File: src/hdl/pffc_map.svh
// Constants for the printer forms feed control block.
// Assumes a single 125 MHz clock; included by bare name from the design files.
//
// Behaviour
// RL1: Emit one forms emitter pulse per 2 degree motor step, alternating channels.
// RL2: Two 45-slot channels, outer leads inner by 2 degrees, outputs phase offset.
// RL3: Attachment counts 16 emitter pulses as one 1/6 inch line.
// RL4: Attachment closes the loop: emitter A drives A phases, emitter B drives B phases. The model shifts phases on bench step commands instead.
// RL5: Paper out asserted near form end, only with release lever forward.
// RL6: Attachment ignores paper out in single form mode, honours it in continuous.
// RL7: Cut form reset key sets attachment line counter to 1.
// RL8: Cut form line key never spaces past forms length minus 3.
// RL9: Cut form print stops when line equals forms length minus 3.
// RL10: Cut form mode ignores the page key.
// RL11: Finished cut form is skipped to last line, head returns left.
// RL12: Printer presents ready whenever it can accept operations.
// RL13: Printer latches wire check when any magnet driver stays on too long.
// RL14: Attachment clears wire check by a dedicated signal; latch holds until then.
// RL15: Printer supplies left margin and three print emitter phase signals.
// RL16: Attachment shifts stepper phases one at a time, 2 degrees each.
// RL17: Attachment ORs the three print emitter phases for 0.010 inch pulses.
// RL18: Attachment counts lines per 16 pulses against a forms length register.
`ifndef PFFC_MAP_SVH
`define PFFC_MAP_SVH

// ----------------------------------------------------------------------------
// Emitter disk geometry
// ----------------------------------------------------------------------------
`define PFFC_STEP_DEG     2
`define PFFC_SLOTS        45
`define PFFC_POS_COUNT    8'd180
`define PFFC_POS_LAST     8'd179
`define PFFC_POS_ZERO     8'd0
`define PFFC_PH_A_RISE    2'h1
`define PFFC_PH_B_RISE    2'h2
`define PFFC_PH_B_HIGH    2'h3

// ----------------------------------------------------------------------------
// Stepper drive patterns {A, A_n, B, B_n}
// ----------------------------------------------------------------------------
`define PFFC_PAT_0        4'ha
`define PFFC_PAT_1        4'h6
`define PFFC_PAT_2        4'h5
`define PFFC_PAT_3        4'h9

// ----------------------------------------------------------------------------
// Timing
// ----------------------------------------------------------------------------
`define PFFC_CLK_MHZ      125
`define PFFC_WIRE_ON_US   1000

`endif

File: src/hdl/pffc_pkg.sv
// Types for the printer forms feed control block.
// Assumes pffc_map.svh holds the numeric constants.
`default_nettype none
package pffc_pkg;
   // Direction of the most recent forms motor step
   typedef enum logic [1:0] {PFFC_DIR_HOLD, PFFC_DIR_FWD, PFFC_DIR_REV} pffc_dir_t;
endpackage
`default_nettype wire

File: src/hdl/pffc_top.sv
// Printer-side forms feed, emitter, paper out, ready and wire check logic.
// Assumes all inputs arrive as asynchronous pins from the attachment or sensors.
`include "pffc_map.svh"
`default_nettype none
module pffc_top #(
   parameter int unsigned WIRE_ON_US = `PFFC_WIRE_ON_US,
   parameter int unsigned WIRES      = 8
) (
   // Clock and reset
   input  wire logic               CLK,
   input  wire logic               RST_B,
   // Forms motor drive from the attachment {A, A_n, B, B_n}
   input  wire logic [3:0]         FORMS_DRIVE,
   // Print magnet drives and wire check clear
   input  wire logic [WIRES-1:0]   MAGNET_FIRE,
   input  wire logic               WIRE_CHECK_CLR,
   // Sensors
   input  wire logic               EOF_SWITCH,
   input  wire logic               RELEASE_FWD,
   input  wire logic               POWER_OK,
   input  wire logic               PICKUP_MARGIN,
   input  wire logic [2:0]         PICKUP_EMIT,
   // Outputs to the attachment
   output logic                    FORMS_EMIT_A,
   output logic                    FORMS_EMIT_B,
   output pffc_pkg::pffc_dir_t     FORMS_DIR,
   output logic                    PAPER_OUT_SENSE,
   output logic                    READY,
   output logic                    WIRE_CHECK,
   output logic                    LEFT_MARGIN,
   output logic [2:0]              PRINT_EMIT
);
   import pffc_pkg::*;

   localparam int unsigned SW     = WIRES + 12;
   localparam int unsigned LIMIT  = WIRE_ON_US * `PFFC_CLK_MHZ;
   localparam int unsigned CW     = $clog2(LIMIT + 1);

   // ----------------------------------------------------------------------------
   // Input synchronisers
   // ----------------------------------------------------------------------------
   logic [SW-1:0] meta_ff;
   logic [SW-1:0] sync_ff;
   logic [SW-1:0] nxt_meta;

   // Two flops on every pin before any logic reads it
   always_comb begin
      nxt_meta = {FORMS_DRIVE, MAGNET_FIRE, WIRE_CHECK_CLR, EOF_SWITCH, RELEASE_FWD,
                  POWER_OK, PICKUP_MARGIN, PICKUP_EMIT};
   end

   always_ff @(posedge CLK or negedge RST_B) begin
      if (!RST_B) begin
         meta_ff <= '0;
         sync_ff <= '0;
      end else begin
         meta_ff <= nxt_meta;
         sync_ff <= meta_ff;
      end
   end

   logic [3:0]       drv_s;
   logic [WIRES-1:0] fire_s;
   logic             clr_s;
   logic             eof_s;
   logic             lever_s;
   logic             pwr_s;
   logic             margin_s;
   logic [2:0]       emit_s;
   assign {drv_s, fire_s, clr_s, eof_s, lever_s, pwr_s, margin_s, emit_s} = sync_ff;

   // ----------------------------------------------------------------------------
   // Forms motor step tracking and emitter disk
   // ----------------------------------------------------------------------------
   logic [1:0] pat_idx;
   logic       pat_ok;
   logic [1:0] idx_ff;
   logic [1:0] nxt_idx;
   logic       have_ff;
   logic       nxt_have;
   logic [7:0] pos_ff;
   logic [7:0] nxt_pos;
   logic       step_fwd;
   logic       step_rev;
   logic       em_a_ff;
   logic       em_b_ff;
   logic       nxt_em_a;
   logic       nxt_em_b;
   pffc_dir_t  dir_ff;
   pffc_dir_t  nxt_dir;

   // Decode the drive pattern into a phase index
   always_comb begin
      pat_ok  = 1'b1;
      pat_idx = 2'h0;
      case (drv_s)
         `PFFC_PAT_0: pat_idx = 2'h0;
         `PFFC_PAT_1: pat_idx = 2'h1;
         `PFFC_PAT_2: pat_idx = 2'h2;
         `PFFC_PAT_3: pat_idx = 2'h3;
         default:     pat_ok  = 1'b0;
      endcase
   end

   // Each phase shift turns the disk 2 degrees; order gives direction
   always_comb begin
      step_fwd = pat_ok && have_ff && (pat_idx == idx_ff + 2'h1);
      step_rev = pat_ok && have_ff && (pat_idx == idx_ff - 2'h1);
      nxt_idx  = pat_ok ? pat_idx : idx_ff;
      nxt_have = have_ff | pat_ok;
      nxt_pos  = pos_ff;
      nxt_dir  = dir_ff;
      if (step_fwd) begin
         nxt_pos = (pos_ff == `PFFC_POS_LAST) ? `PFFC_POS_ZERO : pos_ff + 8'h01;  // RL1
         nxt_dir = PFFC_DIR_FWD;
      end else if (step_rev) begin
         nxt_pos = (pos_ff == `PFFC_POS_ZERO) ? `PFFC_POS_LAST : pos_ff - 8'h01;  // RL1
         nxt_dir = PFFC_DIR_REV;
      end
      // Outer track A leads inner track B by one 2 degree step
      nxt_em_a = (nxt_pos[1:0] == `PFFC_PH_A_RISE) || (nxt_pos[1:0] == `PFFC_PH_B_RISE);  // RL2
      nxt_em_b = (nxt_pos[1:0] == `PFFC_PH_B_RISE) || (nxt_pos[1:0] == `PFFC_PH_B_HIGH);  // RL2
   end

   always_ff @(posedge CLK or negedge RST_B) begin
      if (!RST_B) begin
         idx_ff  <= 2'h0;
         have_ff <= 1'b0;
         pos_ff  <= `PFFC_POS_ZERO;
         dir_ff  <= PFFC_DIR_HOLD;
         em_a_ff <= 1'b0;
         em_b_ff <= 1'b0;
      end else begin
         idx_ff  <= nxt_idx;
         have_ff <= nxt_have;
         pos_ff  <= nxt_pos;
         dir_ff  <= nxt_dir;
         em_a_ff <= nxt_em_a;
         em_b_ff <= nxt_em_b;
      end
   end

   // ----------------------------------------------------------------------------
   // Wire check latch, ready, paper out and print emitter pass-through
   // ----------------------------------------------------------------------------
   logic [WIRES-1:0] over;
   logic             wc_ff;
   logic             nxt_wc;
   logic             rdy_ff;
   logic             nxt_rdy;
   logic             po_ff;
   logic             nxt_po;
   logic             lm_ff;
   logic [2:0]       pe_ff;

   // One on-time watchdog per print magnet driver
   for (genvar i = 0; i < WIRES; i++) begin : g_guard
      pffc_wire_guard #(.LIMIT(LIMIT), .CW(CW)) u_guard (
         .clk   (CLK),
         .rst_b (RST_B),
         .drive (fire_s[i]),
         .over  (over[i])
      );
   end

   // Set beats clear so an overrun in the clear cycle is kept
   always_comb begin
      nxt_wc  = (|over) ? 1'b1 : (clr_s ? 1'b0 : wc_ff);  // RL13 RL14
      nxt_rdy = pwr_s && !nxt_wc;                          // RL12
      nxt_po  = eof_s && lever_s;                          // RL5
   end

   always_ff @(posedge CLK or negedge RST_B) begin
      if (!RST_B) begin
         wc_ff  <= 1'b0;
         rdy_ff <= 1'b0;
         po_ff  <= 1'b0;
         lm_ff  <= 1'b0;
         pe_ff  <= 3'h0;
      end else begin
         wc_ff  <= nxt_wc;
         rdy_ff <= nxt_rdy;
         po_ff  <= nxt_po;
         lm_ff  <= margin_s;  // RL15
         pe_ff  <= emit_s;    // RL15
      end
   end

   assign FORMS_EMIT_A    = em_a_ff;
   assign FORMS_EMIT_B    = em_b_ff;
   assign FORMS_DIR       = dir_ff;
   assign PAPER_OUT_SENSE = po_ff;
   assign READY           = rdy_ff;
   assign WIRE_CHECK      = wc_ff;
   assign LEFT_MARGIN     = lm_ff;
   assign PRINT_EMIT      = pe_ff;
endmodule
`default_nettype wire

File: src/hdl/pffc_wire_guard.sv
// On-time watchdog for one print magnet driver.
// Assumes the drive input is already synchronised to clk.
`default_nettype none
module pffc_wire_guard #(
   parameter int unsigned LIMIT = 125000,
   parameter int unsigned CW    = 18
) (
   // Clock and reset
   input  wire logic clk,
   input  wire logic rst_b,
   // Driver level and overrun flag
   input  wire logic drive,
   output logic      over
);
   logic [CW-1:0] cnt_ff;
   logic [CW-1:0] nxt_cnt;
   logic          over_ff;
   logic          nxt_over;

   // Count cycles while the driver is on; flag once the limit is reached
   always_comb begin
      nxt_cnt  = cnt_ff;
      nxt_over = 1'b0;
      if (!drive) begin
         nxt_cnt = '0;
      end else if (cnt_ff >= CW'(LIMIT - 1)) begin
         nxt_over = 1'b1;
      end else begin
         nxt_cnt = cnt_ff + CW'(1);
      end
   end

   always_ff @(posedge clk or negedge rst_b) begin
      if (!rst_b) begin
         cnt_ff  <= '0;
         over_ff <= 1'b0;
      end else begin
         cnt_ff  <= nxt_cnt;
         over_ff <= nxt_over;
      end
   end

   assign over = over_ff;
endmodule
`default_nettype wire

File: config.mk
export PLATFORM = sky130hd
export DESIGN_NAME = pffc_top
export DESIGN_NICKNAME = d
export VERILOG_FILES = /design/src/hdl/pffc_pkg.sv /design/src/hdl/pffc_top.sv /design/src/hdl/pffc_wire_guard.sv
export VERILOG_INCLUDE_DIRS = /design/src /design/src/hdl
export SDC_FILE = /design/constraint.sdc
export NUM_CORES = 1
export LEC_CHECK = 0
export BUFFER_PORTS_ARGS = -buffer_cell sky130_fd_sc_hd__buf_2
export CORE_AREA = 2 2 138 140
export CTS_BUF_LIST = sky130_fd_sc_hd__clkbuf_2 sky130_fd_sc_hd__clkbuf_4 sky130_fd_sc_hd__clkbuf_8
export DETAILED_ROUTE_END_ITERATION = 8
export DIE_AREA = 0 0 140 142
export PLACE_DENSITY = 0.81
export SLEW_MARGIN = 15
export SYNTH_ARGS = -nofsm -noshare
export SYNTH_HDL_FRONTEND = slang
export SYNTH_HIERARCHICAL = 1
export SYNTH_SLANG_ARGS = --single-unit
File: constraint.sdc
create_clock -name CLK -period 1.9 [get_ports CLK]
set_input_delay 0.38 -clock CLK [delete_from_list [all_inputs] [get_ports CLK]]
set_output_delay 0.38 -clock CLK [all_outputs]
set_load 0.02 [all_outputs]
* After elaboration in Yosys (flattened, before gate mapping)
Cells that the tools add are included.
W data, S select, Z words.
** Word-level totals
- Logic and storage cells :: 123
- Flip-flop bits (word level) :: 206
- Input bits :: 22
- Output and inout port bits :: 11
** Cells by class
- Reductions and logical operators :: 12
- Muxes and demuxes :: 42
- Equal/unequal tests :: 18
- Magnitude comparators :: 8
- Add/sub/neg operators :: 12
- Bitwise gates (word level) :: 1
** Operators with widths (number)
- $mux W17 :: 16
- $add A17 B1 Y17 const B :: 8
- $ge A17 B17 Y1 const B :: 8
- $mux W8 :: 4
- $mux W1 :: 19
- $ne A2 B2 Y1 const B :: 8
- $add A8 B1 Y8 const B :: 1
- $eq A4 B3 Y1 const B :: 2
- $eq A4 B4 Y1 const B :: 2
- $eq A8 B8 Y1 const B :: 1
- $logic_not A8 Y1 :: 1
- $reduce_or A8 Y1 :: 1
- $sub A8 B1 Y8 const B :: 1
- $pmux W2 S3 :: 1
- $logic_and A1 B1 Y1 :: 5
- $eq A2 B2 Y1 :: 2
- $eq A2 B2 Y1 const B :: 2
- $mux W2 :: 2
- $reduce_or A4 Y1 :: 1
- $add A2 B1 Y2 const B :: 1
- $eq A2 B1 Y1 const B :: 1
- $logic_or A1 B1 Y1 :: 2
- $reduce_bool A2 Y1 :: 1
- $sub A2 B1 Y2 const B :: 1
- other kinds (2) :: 2

* Longest topological paths before layout
Gate-level depths: netlist of the first run.
- Depth in word-level cells :: 9
- Mapped depth :: 9

* By module
Netlist of the first run, hierarchy kept.
** Modules (own cells, without submodules)
- pffc_wire_guard (g_guard[0].u_guard ...) :: cells each 98, sequential area each 450.4 um2, instances 7, area an instance 1003.5 um2
- pffc_top :: cells each 176, sequential area each 1526.5 um2, instances 1, area an instance 2297.2 um2
- pffc_wire_guard (g_guard[6].u_guard) :: cells each 95, sequential area each 450.4 um2, instances 1, area an instance 1001.0 um2

* Worst setup path before layout of the first run
No wires, ideal clock.
- Path type :: reg-to-reg
- Start point :: register g_guard[6].u_guard.cnt_ff[5]
- End point :: register g_guard[6].u_guard.cnt_ff[4]
- Cell stages (with the launch flop) :: 8
- Slack :: 0.024 ns
- Buffers on the path :: 2
- Arrival :: 1.799 ns
- Setup time :: 0.078 ns
- Path through :: dfrtp_1 -> or3_1 -> o31a_1 -> o22ai_2 -> buf_6 -> buf_12 -> o21ai_1 -> a21boi_1
** Between the ends
- Word-level cells in the longest chain between the ends :: 2
** RTL lines
- start, declared :: line pffc_wire_guard.sv:15 : logic [CW-1:0] cnt_ff;
- start signal, assigned :: line pffc_wire_guard.sv:38 : cnt_ff <= nxt_cnt;
- $ge A17 B17 Y1 :: line pffc_wire_guard.sv:26 : end else if (cnt_ff >= CW'(LIMIT - 1)) begin
- $ne A2 B2 Y1 (no line)
Every way passes these cells.
A chain may end at the register's enable or synchronous reset.

* Final worst setup path of the first run
- Start point :: register g_guard[0].u_guard.cnt_ff[4]
- End point :: register g_guard[0].u_guard.cnt_ff[8]
** Between the ends
- Word-level cells in the longest chain between the ends :: 3
- Elaborated cells on any way between the ends :: 5
** RTL lines
- start, declared :: line pffc_wire_guard.sv:15
- start signal, assigned :: line pffc_wire_guard.sv:38
- $add A17 B1 Y17 :: line pffc_wire_guard.sv:29 : nxt_cnt = cnt_ff + CW'(1);
- $mux W17 :: line pffc_wire_guard.sv:26
- $mux W17 :: line pffc_wire_guard.sv:24 : if (!drive) begin
Several ways; a longest one is shown, not always the timed one. The select of a mux whose other input is x is not followed.

==> impl_results.md, run 1 <==
- Crit-path cells: or3_4 -> nor3b_4 -> o22ai_4 -> buf_6 -> nor4_1 -> o21a_1
- WP data required: 2.35 ns
- Area of the core: 18,460 um2
- All-Layer GR Usage: 23.36%
- Global route overflow: 0
- Hold_sp: meta_ff[11]$_DFF_PN0_
- WL met3: 1.278 mm
- Num ports: 33
- Top-area cell type share of the netlist area: 49.70%
- # rows: 50
- Clock Pin Slew Worst Setup and Hold Paths: 0.06 ns
- Non-Filler Instances: 1,439
- Worst path buffer plus inverter count: 1
- Initial DRC count: 646
- Syn-to-layout area delta: 28.85%
- Post-synthesis area per instance: 10.79 um2
- GPL Wtd Cong: 0.8850
- Synth top cells by count: dfrtp_1 (205), a21boi_1 (62), or3_1 (55)
- Primary FF master, synth: dfrtp_1
- Pwr dens: 770.1 nW/um2
- CP delay by family, top: simple AND/OR/NAND/NOR gates
- Synth Cell Area: 10,320 um2
- Critical path depth: 6
- Setup TNS Final: -1.278 ns
- Number of max-cap violations: 0
- Post-DR wirelength/cell: 18.05 um
- CTS Buf Count: 36
- Root buffer cell: clkbuf_8
- Total power: 10.24 mW
- WL met1: 10.42 mm
- Initial antenna violation count: 0
- Die Area: 19,880 um2
- CTS tree: done
- Setup violations, final: 35
- Post-Route WL: 25.98 mm
- Hold Crit Depth: 0
- Leakage Power: 5.525 nW
- First-pass GRT wire length: 38.55 mm
- Slew @ Worst Pin: 0.5825 ns
- Worst VDD drop: 0.0005536 V
- Crit share post-route: 106.1%
- Placed cell area: 11,460 um2
- Fmax: 0.4962 GHz
- Synth Warn #: 6
- TritonRoute pass-1 iters: 7
- Clock Sink Count: 205
- Sequential fraction of the synthesis area: 49.70%
- Worst r2r src: g_guard[0].u_guard/cnt_ff[4]$_DFFE_PN0P_
- Syn nets: 990
- Rel. slew slack: 61.17%
- Vias per cell: 6.100
- Unique masters post-synth: 57
- Initial Util: 55.93%
- Crit path largest cell delay: 0.42 ns
- Clock Skew: 0.02552 ns
- Count leader, synth: dfrtp_1
- DR WL met2: 13.52 mm
- Pin count of the biggest net entering global routing: 58
- Failing checks: setup timing
- DRC Markers: 0
- Dpl ws: -0.1176 ns
- CP Capture Type: flop
- Mapped Cells: 957
- CP startpoint kind: flop
- Asr flop ratio synth: 100.0%
- Post-DRT Antenna Nets: 0
- IO Port Bufs: 32
- Final hold vios: 0
- Worst-path fanout max: 6
- Final Cell Area: 13,300 um2
- Fillers: 1,178
- Insertion delay to the later sink of the worst-skew pair: 0.54 ns
- H-tree levels: 2
- Fraction of layout cells with a size suffix above 1: 31.37%
- CP startpoint: g_guard[0].u_guard/cnt_ff[4]$_DFFE_PN0P_
- Max clock buf depth: 3
- Number of nets in the layout: 1,213
- Max layer used: met4
- RSZ-0062 raised after global routing: true
- Post-synth EDFFs: 0
- Placed insts: 1,318
- HPWL Detailed: 14.50 mm
- Via count: 8,778
- Min Tclk post-route: 2.015 ns
- Max stage delay cell, worst path: or3_4
- Status: finished with violations
- Final Max Tran Viols: 0
- Worst Setup Slack, final: -0.1152 ns
- Worst Reg-to-Reg Cells: 6
- Yosys top cell by area: dfrtp_1
- Worst hold-check path type: reg2reg
- ANT cells: 0
- DIE HEIGHT: 142 um
- CP Class: reg2reg
- Die X: 140 um
- CP arrival: 2.47 ns
- Register bit total from synthesis: 205
- Vias in the first global route: 8,378
- Largest cells by area after synthesis: dfrtp_1 (50%), a21boi_1 (4.5%), or3_1 (3.3%)
[power breakdown]
group          switching (mW)  internal (mW)
registers               0.259           4.58
clock network            1.83           2.22
logic                   0.713          0.638
[registers in the layout, summed over array words and instances (netlist names), named ones only]
name,flops
PAPER_OUT_SENSE,1
LEFT_MARGIN,1
FORMS_EMIT_A,1
WIRE_CHECK,1
sync_ff,20
g_guard.u_guard/cnt_ff,136
FORMS_DIR,2
pos_ff,7
have_ff,1
meta_ff,20
g_guard.u_guard/over,8
READY,1
idx_ff,2
PRINT_EMIT,3
[layout make-up]
cell class | count | area [um2] | share of cell area, %
Multi-Input combinational cell | 695 | 5310 | 39.92
Sequential cell | 205 | 5132 | 38.59
Timing Repair Buffer | 214 | 1749 | 13.15
Clock buffer | 53 | 654.4 | 4.920
Tap cell | 234 | 292.8 | 2.201
Inverter | 28 | 105.1 | 0.7902
Clock inverter | 10 | 56.30 | 0.4233
[per-stage QoR]
| stage | hold WS (ns) | util, % |
|---|---|---|
| 2_1_floorplan | 0.08441 | - |
| 3_3_place_gp | 0.3317 | 62.07 |
| 3_5_place_dp | 0.3347 | 62.07 |
| 4_1_cts | 0.3458 | 68.69 |
| 5_1_grt | 0.3514 | 72.07 |
| 6_report | 0.3452 | 72.07 |
[what timing repair did]
item,CTS,global route
cloned,2,7
buffers inserted,5,23
endpoints found under the setup margin,69,100
pin swaps,29,96
resized for setup,52,98
hold endpoints to repair,71,0
hold buffers,21,0
[final timing paths]
path	end	slack, ns
max	g_guard[0].u_guard/cnt_ff[8]$_DFFE_PN0P_	-0.12
min reg2reg	sync_ff[11]$_DFF_PN0_	0.35
max reg2reg	g_guard[0].u_guard/cnt_ff[8]$_DFFE_PN0P_	-0.12
max in group asynchronous	meta_ff[16]$_DFF_PN0_	0.89
min in group asynchronous	pos_ff[2]$_DFFE_PN0P_	0.39
min	sync_ff[11]$_DFF_PN0_	0.35
[metal layers]
layer / GRT usage [%] / vias up
met5: 0 / -
met4: 7.974 / 0
met3: 4.913 / 79
met2: 40.52 / 297
met1: 29.42 / 4338
li1: - / 4064
[cell families after synthesis]
family	share of synthesized area, %
AND/OR/NAND/NOR	20.69
AO/OA/AOI/OAI	18.40
flip-flops	49.70
buffers and inverters	4.097
XOR/XNOR	4.145
multiplexers	1.636
adder cells (fa/ha/maj)	1.333
[layout by cell type, fill, tap and decap left out, drive strengths merged, types with 16 or more instances in the layout]
master,netlist,routed
nor3,18,18
nand2,38,38
or4,16,16
nor4,26,26
nor2,25,25
o31a,16,16
dlygate4sd3,0,21
o21ai,66,66
a21boi,63,63
nand4,33,33
inv,27,29
clkbuf,9,53
xnor2,37,37
or3,55,55
o21a,39,39
o31ai,19,19
buf,21,193
and2,28,28
nand3,52,52
dfrtp,205,205
Power figures use the tool's default switching activity.
==> inputs of run 2 (changes only) <==
--- a/config.mk
+++ b/config.mk
@@ -11,7 +11,7 @@
 export CTS_BUF_LIST = sky130_fd_sc_hd__clkbuf_2 sky130_fd_sc_hd__clkbuf_4 sky130_fd_sc_hd__clkbuf_8
 export DETAILED_ROUTE_END_ITERATION = 8
 export DIE_AREA = 0 0 140 142
-export PLACE_DENSITY = 0.81
+export PLACE_DENSITY = 0.79
 export SLEW_MARGIN = 15
 export SYNTH_ARGS = -nofsm -noshare
 export SYNTH_HDL_FRONTEND = slang
==> impl_results.md, run 2 (synthesized netlist as in run 1, its figures left out) <==
- Initial antenna violation count: 0 (unchanged)
- Worst-path fanout max: 4 (was 6)
- Max reg flops: 136 (unchanged)
- Internal power: 7.813 mW (was 7.436 mW)
- Max clock buf depth: 3 (unchanged)
- P_sw: 2.817 mW (was 2.807 mW)
- # rows: 50 (unchanged)
- Setup violations, final: 20 (was 35)
- Sequential Power Share: 45.6% (was 47.2%)
- Final hold vios: 0 (unchanged)
- Comb pwr share: 13.0% (was 13.2%)
- Clk network pwr share: 41.4% (was 39.6%)
- ANT cells: 0 (unchanged)
- Dpl ws: -0.08368 ns (was -0.1176 ns)
- Min Tclk post-route: 1.977 ns (was 2.015 ns)
- Sw Ratio: 26.50% (was 27.40%)
- Hold_sp: meta_ff[1]$_DFF_PN0_ (was meta_ff[11]$_DFF_PN0_)
- TritonRoute pass-1 iters: 7 (unchanged)
- Fillers: 1,186 (was 1,178)
- Most flop-heavy register: g_guard.u_guard/cnt_ff (unchanged)
- Number of max-cap violations: 0 (unchanged)
- CP Capture Type: flop (unchanged)
- Most Crowded Layer GR: met2 (unchanged)
- Multi-input logic area: 5318 um2 (was 5310 um2)
- Number of nets in the layout: 1,214 (was 1,213)
- WP data required: 2.36 ns (was 2.35 ns)
- Register area: 5136 um2 (was 5132 um2)
- CTS tree: done (unchanged)
- First-pass GRT wire length: 37.86 mm (was 38.55 mm)
- Commonest non-fill, non-tap cell in the layout: dfrtp_1 (unchanged)
- Worst VDD drop: 0.0006617 V (was 0.0005536 V)
- Rel. slew slack: 59.12% (was 61.17%)
- Worst hold-check path type: reg2reg (unchanged)
- All-Layer GR Usage: 22.81% (was 23.36%)
- Crit share post-route: 104.1% (was 106.1%)
- Final Cell Area: 13,400 um2 (was 13,300 um2)
- Commonest non-fill, non-tap cells in the layout: dfrtp_1 (200), buf_4 (121), a21boi_1 (54), nand3_1 (52), clkbuf_8 (44) (was dfrtp_1 (203), buf_4 (126), a21boi_1 (53), nand3_1 (52), clkbuf_8 (41))
- Crit-path cells: or3_4 -> nor3b_4 -> o22ai_2 -> buf_6 -> or4_4 -> a21boi_2 (was or3_4 -> nor3b_4 -> o22ai_4 -> buf_6 -> nor4_1 -> o21a_1)
- Max stage delay cell, worst path: or4_4 (was or3_4)
- Vias per cell: 5.910 (was 6.100)
- Grt met2 use: 40.24% (was 40.52%)
- Global routing usage on met3: 3.836% (was 4.913%)
- Root buffer cell: clkbuf_8 (unchanged)
- Post-DRT Antenna Nets: 0 (unchanged)
- CP startpoint kind: flop (unchanged)
- Non-Filler Instances: 1,443 (was 1,439)
- DIE HEIGHT: 142 um (unchanged)
- Met1 GRT Util: 28.63% (was 29.42%)
- Crit path largest cell delay: 0.51 ns (was 0.42 ns)
- GPL Wtd Cong: 0.8324 (was 0.8850)
- CTS Buf Count: 37 (was 36)
- Slew @ Worst Pin: 0.6132 ns (was 0.5825 ns)
- Clock Skew: 0.02855 ns (was 0.02552 ns)
- RSZ-0062 raised after global routing: true (unchanged)
- Insertion delay to the later sink of the worst-skew pair: 0.53 ns (was 0.54 ns)
- Placed insts: 1,320 (was 1,318)
- Worst Setup Slack, final: -0.07713 ns (was -0.1152 ns)
- Via count: 8,528 (was 8,778)
- Initial Util: 55.93% (unchanged)
- DRC Markers: 2 (was 0)
- Worst r2r src: g_guard[2].u_guard/cnt_ff[5]$_DFFE_PN0P_ (was g_guard[0].u_guard/cnt_ff[4]$_DFFE_PN0P_)
- Failing checks: DRC, setup timing (was setup timing)
- Final Max Tran Viols: 0 (unchanged)
- Num ports: 33 (unchanged)
- Initial DRC count: 453 (was 646)
- Vias in the first global route: 8,288 (was 8,378)
- Status: finished with violations (unchanged)
- CP arrival: 2.44 ns (was 2.47 ns)
- Pwr dens: 793.4 nW/um2 (was 770.1 nW/um2)
- CP startpoint: g_guard[2].u_guard/cnt_ff[5]$_DFFE_PN0P_ (was g_guard[0].u_guard/cnt_ff[4]$_DFFE_PN0P_)
- Die Area: 19,880 um2 (unchanged)
- IO Port Bufs: 32 (unchanged)
- HPWL Detailed: 14.37 mm (was 14.50 mm)
- Syn-to-layout area delta: 29.79% (was 28.85%)
- Pin count of the biggest net entering global routing: 52 (was 58)
- Area of the core: 18,460 um2 (unchanged)
- H-tree levels: 2 (unchanged)
- Clock Pin Slew Worst Setup and Hold Paths: 0.06 ns (about the same)
- Fmax: 0.5058 GHz (was 0.4962 GHz)
- CP Class: reg2reg (unchanged)
- Leakage Power: 5.547 nW (was 5.525 nW)
- Die X: 140 um (unchanged)
- Global route overflow: 0 (unchanged)
- Post-Route WL: 23.96 mm (was 25.98 mm)
- Clock Sink Count: 205 (unchanged)
- Top Registers: g_guard.u_guard/cnt_ff: 136 flops, meta_ff: 20 flops, sync_ff: 20 flops (unchanged)
- Post-DR wirelength/cell: 16.60 um (was 18.05 um)
- Placed cell area: 11,460 um2 (about the same)
- Fraction of layout cells with a size suffix above 1: 31.43% (was 31.37%)
[run 2: changes by cell type in the layout (fill, tap and decap cells not counted), moves of 3 or more]
cell / change
or3_1: +3
buf_4: -5
clkbuf_8: +3
o21ai_1: +3
buf_6: +5
dfrtp_2: +3
dfrtp_1: -3
or3_4: -3
[run 2: layout make-up]
type / count / share of cell area (%)
Timing Repair Buffer: 213 / 13.05
Clock buffer: 54 / 5.080
Clock inverter: 13 / 0.8779
Inverter: 28 / 0.7845
Multi-Input combinational cell: 696 / 39.69
Sequential cell: 205 / 38.34
Tap cell: 234 / 2.185
[run 2: path summary, 6_finish.rpt]
| path | depth (start not counted) | end | slack, ns |
|---|---|---|---|
| worst min-delay path | 0 | sync_ff[1]$_DFF_PN0_ | 0.35 |
| worst max-delay path | 6 | g_guard[2].u_guard/cnt_ff[7]$_DFFE_PN0P_ | -0.08 |
| worst max register to register | 6 | g_guard[2].u_guard/cnt_ff[7]$_DFFE_PN0P_ | -0.08 |
| max in group asynchronous | 3 | g_guard[0].u_guard/cnt_ff[1]$_DFFE_PN0P_ | 0.91 |
| worst min register to register | 0 | sync_ff[1]$_DFF_PN0_ | 0.35 |
| min in group asynchronous | 2 | g_guard[1].u_guard/cnt_ff[12]$_DFFE_PN0P_ | 0.36 |
[run 2: metrics by stage]
step / hold slack [ns] / util (%) / power [mW] / TNS, ns
global route: 0.3526 / 72.60 / 11.12 / -4.427
global placement: 0.3196 / 62.09 / 6.094 / -0.06877
floorplan: 0.08441 / - / 5.668 / 0
finish: 0.3490 / 72.60 / 10.63 / -0.6863
detailed placement: 0.3239 / 62.09 / 6.150 / -1.031
CTS: 0.3498 / 68.95 / 10.61 / -0.1679
[run 2: power groups by stage]
stage | Clock [mW] | Sequential, mW | Combinational, mW
5_1_grt | 4.72 | 4.88 | 1.52
6_report | 4.40 | 4.85 | 1.38
3_5_place_dp | 0 | 4.91 | 1.24
2_1_floorplan | 0 | 4.88 | 0.783
3_3_place_gp | 0 | 4.90 | 1.20
4_1_cts | 4.49 | 4.84 | 1.28
[run 2: timing repair]
item | 4_1_cts | 5_1_grt
setup buffers | 5 | 22
endpoints found under the hold margin | 66 | 0
setup endpoints to repair | 52 | 98
pin swaps | 36 | 106
gates resized for setup | 46 | 113
hold buffers | 21 | 0
gates cloned | 3 | 6
[run 2: metal layers]
layer  vias to the layer above  routed length, um
met3                        36                939
met4                         0                399
met2                       206              12340
li1                       4093                  -
met1                      4193              10280
met5                         -                  0
[run 2: critical path, delay by kind of cell (launching register included)]
family	cells	cell delay, ns
flip-flops	1	0.37
AO/OA/AOI/OAI	2	0.27
AND/OR/NAND/NOR	3	1.10
buffers and inverters	1	0.16
==> inputs of run 3 (changes only) <==
--- a/config.mk
+++ b/config.mk
@@ -7,13 +7,13 @@
 export NUM_CORES = 1
 export LEC_CHECK = 0
 export BUFFER_PORTS_ARGS = -buffer_cell sky130_fd_sc_hd__buf_2
-export CORE_AREA = 2 2 138 140
+export CORE_AREA = 2 2 136 138
 export CTS_BUF_LIST = sky130_fd_sc_hd__clkbuf_2 sky130_fd_sc_hd__clkbuf_4 sky130_fd_sc_hd__clkbuf_8
 export DETAILED_ROUTE_END_ITERATION = 8
-export DIE_AREA = 0 0 140 142
+export DIE_AREA = 0 0 138 140
 export PLACE_DENSITY = 0.79
+export REMOVE_ABC_BUFFERS = 1
 export SLEW_MARGIN = 15
 export SYNTH_ARGS = -nofsm -noshare
 export SYNTH_HDL_FRONTEND = slang
-export SYNTH_HIERARCHICAL = 1
 export SYNTH_SLANG_ARGS = --single-unit
==> impl_results.md, run 3 <==
- Global route overflow: 0 (unchanged)
- Root buffer cell: clkbuf_8 (unchanged)
- Failing checks: setup timing (was DRC, setup timing)
- Pin count of the biggest net entering global routing: 55 (was 52)
- Register bit total from synthesis: 205 (unchanged)
- Final Util: 78.06% (was 72.60%)
- RSZ-0062 raised after global routing: true (unchanged)
- WP data required: 2.33 ns (was 2.36 ns)
- Vias per cell: 6.046 (was 5.910)
- Synth Area in Simple Gates: 23.75% (was 20.69%)
- CTS tree: done (unchanged)
- Asr flop ratio synth: 100.0% (unchanged)
- Clock Skew: 0.01209 ns (was 0.02855 ns)
- First-pass GRT wire length: 39.32 mm (was 37.86 mm)
- Post-Synth Adder-Cell Area: 1.381% (was 1.333%)
- Post-synthesis area per instance: 10.28 um2 (was 10.79 um2)
- Worst Reg-to-Reg Cells: 7 (was 6)
- Number of max-cap violations: 0 (unchanged)
- Clock Pin Slew Worst Setup and Hold Paths: 0.06 ns (about the same)
- Top-area cell type share of the netlist area: 51.49% (was 49.70%)
- Max clock buf depth: 3 (unchanged)
- ANT cells: 0 (unchanged)
- Post-DRT Antenna Nets: 0 (unchanged)
- Rel. slew slack: 48.83% (was 59.12%)
- Fmax: 0.4623 GHz (was 0.5058 GHz)
- Max stage delay cell, worst path: or4_4 (unchanged)
- Xor-xnor portion of the synthesized cell area: 6.945% (was 4.145%)
- Initial antenna violation count: 0 (unchanged)
- Placed insts: 1,336 (was 1,320)
- Most flop-heavy register: g_guard.u_guard.cnt_ff (was g_guard.u_guard/cnt_ff)
- Commonest non-fill, non-tap cells in the layout: dfrtp_1 (201), buf_4 (133), and2_1 (59), nand2_1 (58), nor2_1 (53) (was dfrtp_1 (200), buf_4 (121), a21boi_1 (54), nand3_1 (52), clkbuf_8 (44))
- IO Port Bufs: 32 (unchanged)
- Die X: 138 um (was 140 um)
- Crit path largest cell delay: 0.54 ns (was 0.51 ns)
- HPWL Detailed: 13.91 mm (was 14.37 mm)
- All-Layer GR Usage: 24.06% (was 22.81%)
- Crit share post-route: 113.9% (was 104.1%)
- DIE HEIGHT: 140 um (was 142 um)
- CTS Buf Count: 36 (was 37)
- Unique masters post-synth: 70 (was 57)
- Synth top cells by count: dfrtp_1 (205), nand2_1 (63), and2_1 (59), nor2_1 (59), nand3_1 (56) (was dfrtp_1 (205), a21boi_1 (62), or3_1 (55))
- Worst Setup Slack, final: -0.2632 ns (was -0.07713 ns)
- Final Cell Area: 13,880 um2 (was 13,400 um2)
- Leakage Power: 5.992 nW (was 5.547 nW)
- Mapped Cells: 969 (was 957)
- # rows: 49 (was 50)
- TritonRoute pass-1 iters: 5 (was 7)
- Min Tclk post-route: 2.163 ns (was 1.977 ns)
- Largest cells by area after synthesis: dfrtp_1 (51%), xor2_1 (4.3%), and2_1 (3.7%) (was dfrtp_1 (50%), a21boi_1 (4.5%), or3_1 (3.3%))
- Final Max Tran Viols: 0 (unchanged)
- Max reg flops: 136 (unchanged)
- CP Class: reg2reg (unchanged)
- Post-DR wirelength/cell: 18.62 um (was 16.60 um)
- Slew @ Worst Pin: 0.7676 ns (was 0.6132 ns)
- Initial DRC count: 606 (was 453)
- Post-Route WL: 27.14 mm (was 23.96 mm)
- DRC Markers: 0 (was 2)
- Count leader, synth: dfrtp_1 (unchanged)
- Syn-to-layout area delta: 39.31% (was 29.79%)
- Initial Util: 56.04% (was 55.93%)
- Top Registers: g_guard.u_guard.cnt_ff: 136 flops, meta_ff: 20 flops, sync_ff: 20 flops (was g_guard.u_guard/cnt_ff: 136 flops, meta_ff: 20 flops, sync_ff: 20 flops)
- GPL Wtd Cong: 0.8522 (was 0.8324)
- Fraction of layout cells with a size suffix above 1: 35.80% (was 31.43%)
- Via count: 8,815 (was 8,528)
- Number of nets in the layout: 1,235 (was 1,214)
- Synth Cell Area: 9963 um2 (was 10,320 um2)
- Clock Sink Count: 205 (unchanged)
- CP startpoint kind: flop (unchanged)
- Fillers: 1,004 (was 1,186)
- Non-Filler Instances: 1,458 (was 1,443)
- Hold Crit Depth: 0 (unchanged)
- Vias in the first global route: 8,474 (was 8,288)
- Sequential fraction of the synthesis area: 51.49% (was 49.70%)
- Primary FF master, synth: dfrtp_1 (unchanged)
- Final hold slack: 0.3463 ns (was 0.3490 ns)
- Status: finished with violations (unchanged)
- Main combinational cell family by area after synthesis: simple AND/OR/NAND/NOR gates (unchanged)
- Yosys top cell by area: dfrtp_1 (unchanged)
- H-tree levels: 2 (unchanged)
- Die Area: 19,320 um2 (was 19,880 um2)
- Commonest non-fill, non-tap cell in the layout: dfrtp_1 (unchanged)
- Num ports: 33 (unchanged)
- Placed cell area: 11,420 um2 (was 11,460 um2)
- Insertion delay to the later sink of the worst-skew pair: 0.53 ns (about the same)
- Synth Warn #: 0 (was 6)
- Area of the core: 17,780 um2 (was 18,460 um2)
- CP arrival: 2.60 ns (was 2.44 ns)
- Crit-path cells: o31ai_2 -> a31oi_1 -> a31oi_2 -> nor2_4 -> buf_6 -> or4_4 -> a21oi_2 (was or3_4 -> nor3b_4 -> o22ai_2 -> buf_6 -> or4_4 -> a21boi_2)
- Post-synth EDFFs: 0 (unchanged)
- Proportion of synthesized area in mux cells: 2.424% (was 1.636%)
- Pwr dens: 786.5 nW/um2 (was 793.4 nW/um2)
- Worst VDD drop: 0.0008951 V (was 0.0006617 V)
- Setup violations, final: 73 (was 20)
- Total power: 10.92 mW (was 10.63 mW)
- Final hold vios: 0 (unchanged)
- Synth Area in Compound Gates: 11.79% (was 18.40%)
- Worst hold-check path type: reg2reg (unchanged)
- Worst-path fanout max: 4 (unchanged)
- CP Capture Type: flop (unchanged)
## run 3: cell types whose count changed after synthesis, moves of 13 or more
cell / before / now
a21boi_1: 62 / 7
xor2_1: 10 / 49
nor2_1: 24 / 59
or3_1: 55 / 21
o21ai_1: 36 / 3
and2_1: 28 / 59
o21a_1: 39 / 11
nand2_1: 38 / 63
nor3_1: 18 / 40
a21oi_1: 12 / 28
and3_1: 5 / 21
clkbuf_1: 9 / 23
o31a_1: 16 / 3
## run 3: path summary, 6_finish.rpt
check                      slack, ns                                   endpoint                                     start
hold reg to reg                 0.35                       sync_ff[0]$_DFF_PN0_                      meta_ff[0]$_DFF_PN0_
max in group asynchronous       0.83   g_guard[5].u_guard.cnt_ff[6]$_DFFE_PN0N_                                     RST_B
min in group asynchronous       0.40  g_guard[0].u_guard.cnt_ff[14]$_DFFE_PN0N_                                     RST_B
hold / removal                  0.35                       sync_ff[0]$_DFF_PN0_                      meta_ff[0]$_DFF_PN0_
setup / recovery               -0.26   g_guard[7].u_guard.cnt_ff[5]$_DFFE_PN0N_  g_guard[7].u_guard.cnt_ff[5]$_DFFE_PN0N_
setup reg to reg               -0.26   g_guard[7].u_guard.cnt_ff[5]$_DFFE_PN0N_  g_guard[7].u_guard.cnt_ff[5]$_DFFE_PN0N_
## run 3: metrics by stage
stage          setup TNS, ns  worst slack, ns
2_1_floorplan         -14.48          -0.3880
4_1_cts               -2.616          -0.1657
5_1_grt               -15.04          -0.3262
3_5_place_dp          -4.704          -0.2128
6_report              -6.822          -0.2632
3_3_place_gp          -2.394          -0.1840
## run 3: repair_timing
item | CTS | global route
gates resized for setup | 73 | 173
gates cloned | 5 | 0
buffers inserted | 18 | 21
pin swaps | 64 | 96
endpoints found under the setup margin | 79 | 120
hold endpoints to repair | 68 | 0
hold buffers | 21 | 0
## run 3: layout make-up
| cell class | instances | area [um2] | area share, % |
|---|---|---|---|
| multi-input combinational | 713 | 5640 | 40.64 |
| sequential | 205 | 5135 | 37.00 |
| timing repair buffer | 228 | 1943 | 14.00 |
| clock buffer | 50 | 625.6 | 4.507 |
| tap | 229 | 286.5 | 2.064 |
| clock inverter | 15 | 181.4 | 1.307 |
| inverter | 18 | 67.56 | 0.4868 |
## run 3: where the power goes
part,internal (mW),total (mW),switching [mW]
logic,0.710,1.53,0.816
clock network,2.70,4.58,1.88
registers,4.58,4.82,0.240
## run 3: critical path: cells and delay by family (launching register included)
kind | cells | cell delay [ns]
AO/OA/AOI/OAI | 4 | 0.88
flip-flops | 1 | 0.43
buffers and inverters | 1 | 0.14
AND/OR/NAND/NOR | 2 | 0.64
## run 3: cell families (layout without fill, tap and decap cells)
family                     Yosys count  after routing
AOI/OAI and AO/OA                  167            168
xor gates and xnor gates            79             79
buffers and inverters               52            311
muxes                               24             24
adders and majority gates           11             11
DFF                                205            205
and+or+nand+nor                    431            431
## run 3: metal layers
metal / GRT usage (%) / up-vias / routed length (um)
li1: - / 3968 / -
met1: 30.30 / 4401 / 10700
met2: 42.26 / 331 / 14120
met3: 4.103 / 115 / 1278
met4: 8.378 / 0 / 1045
met5: 0 / - / 0
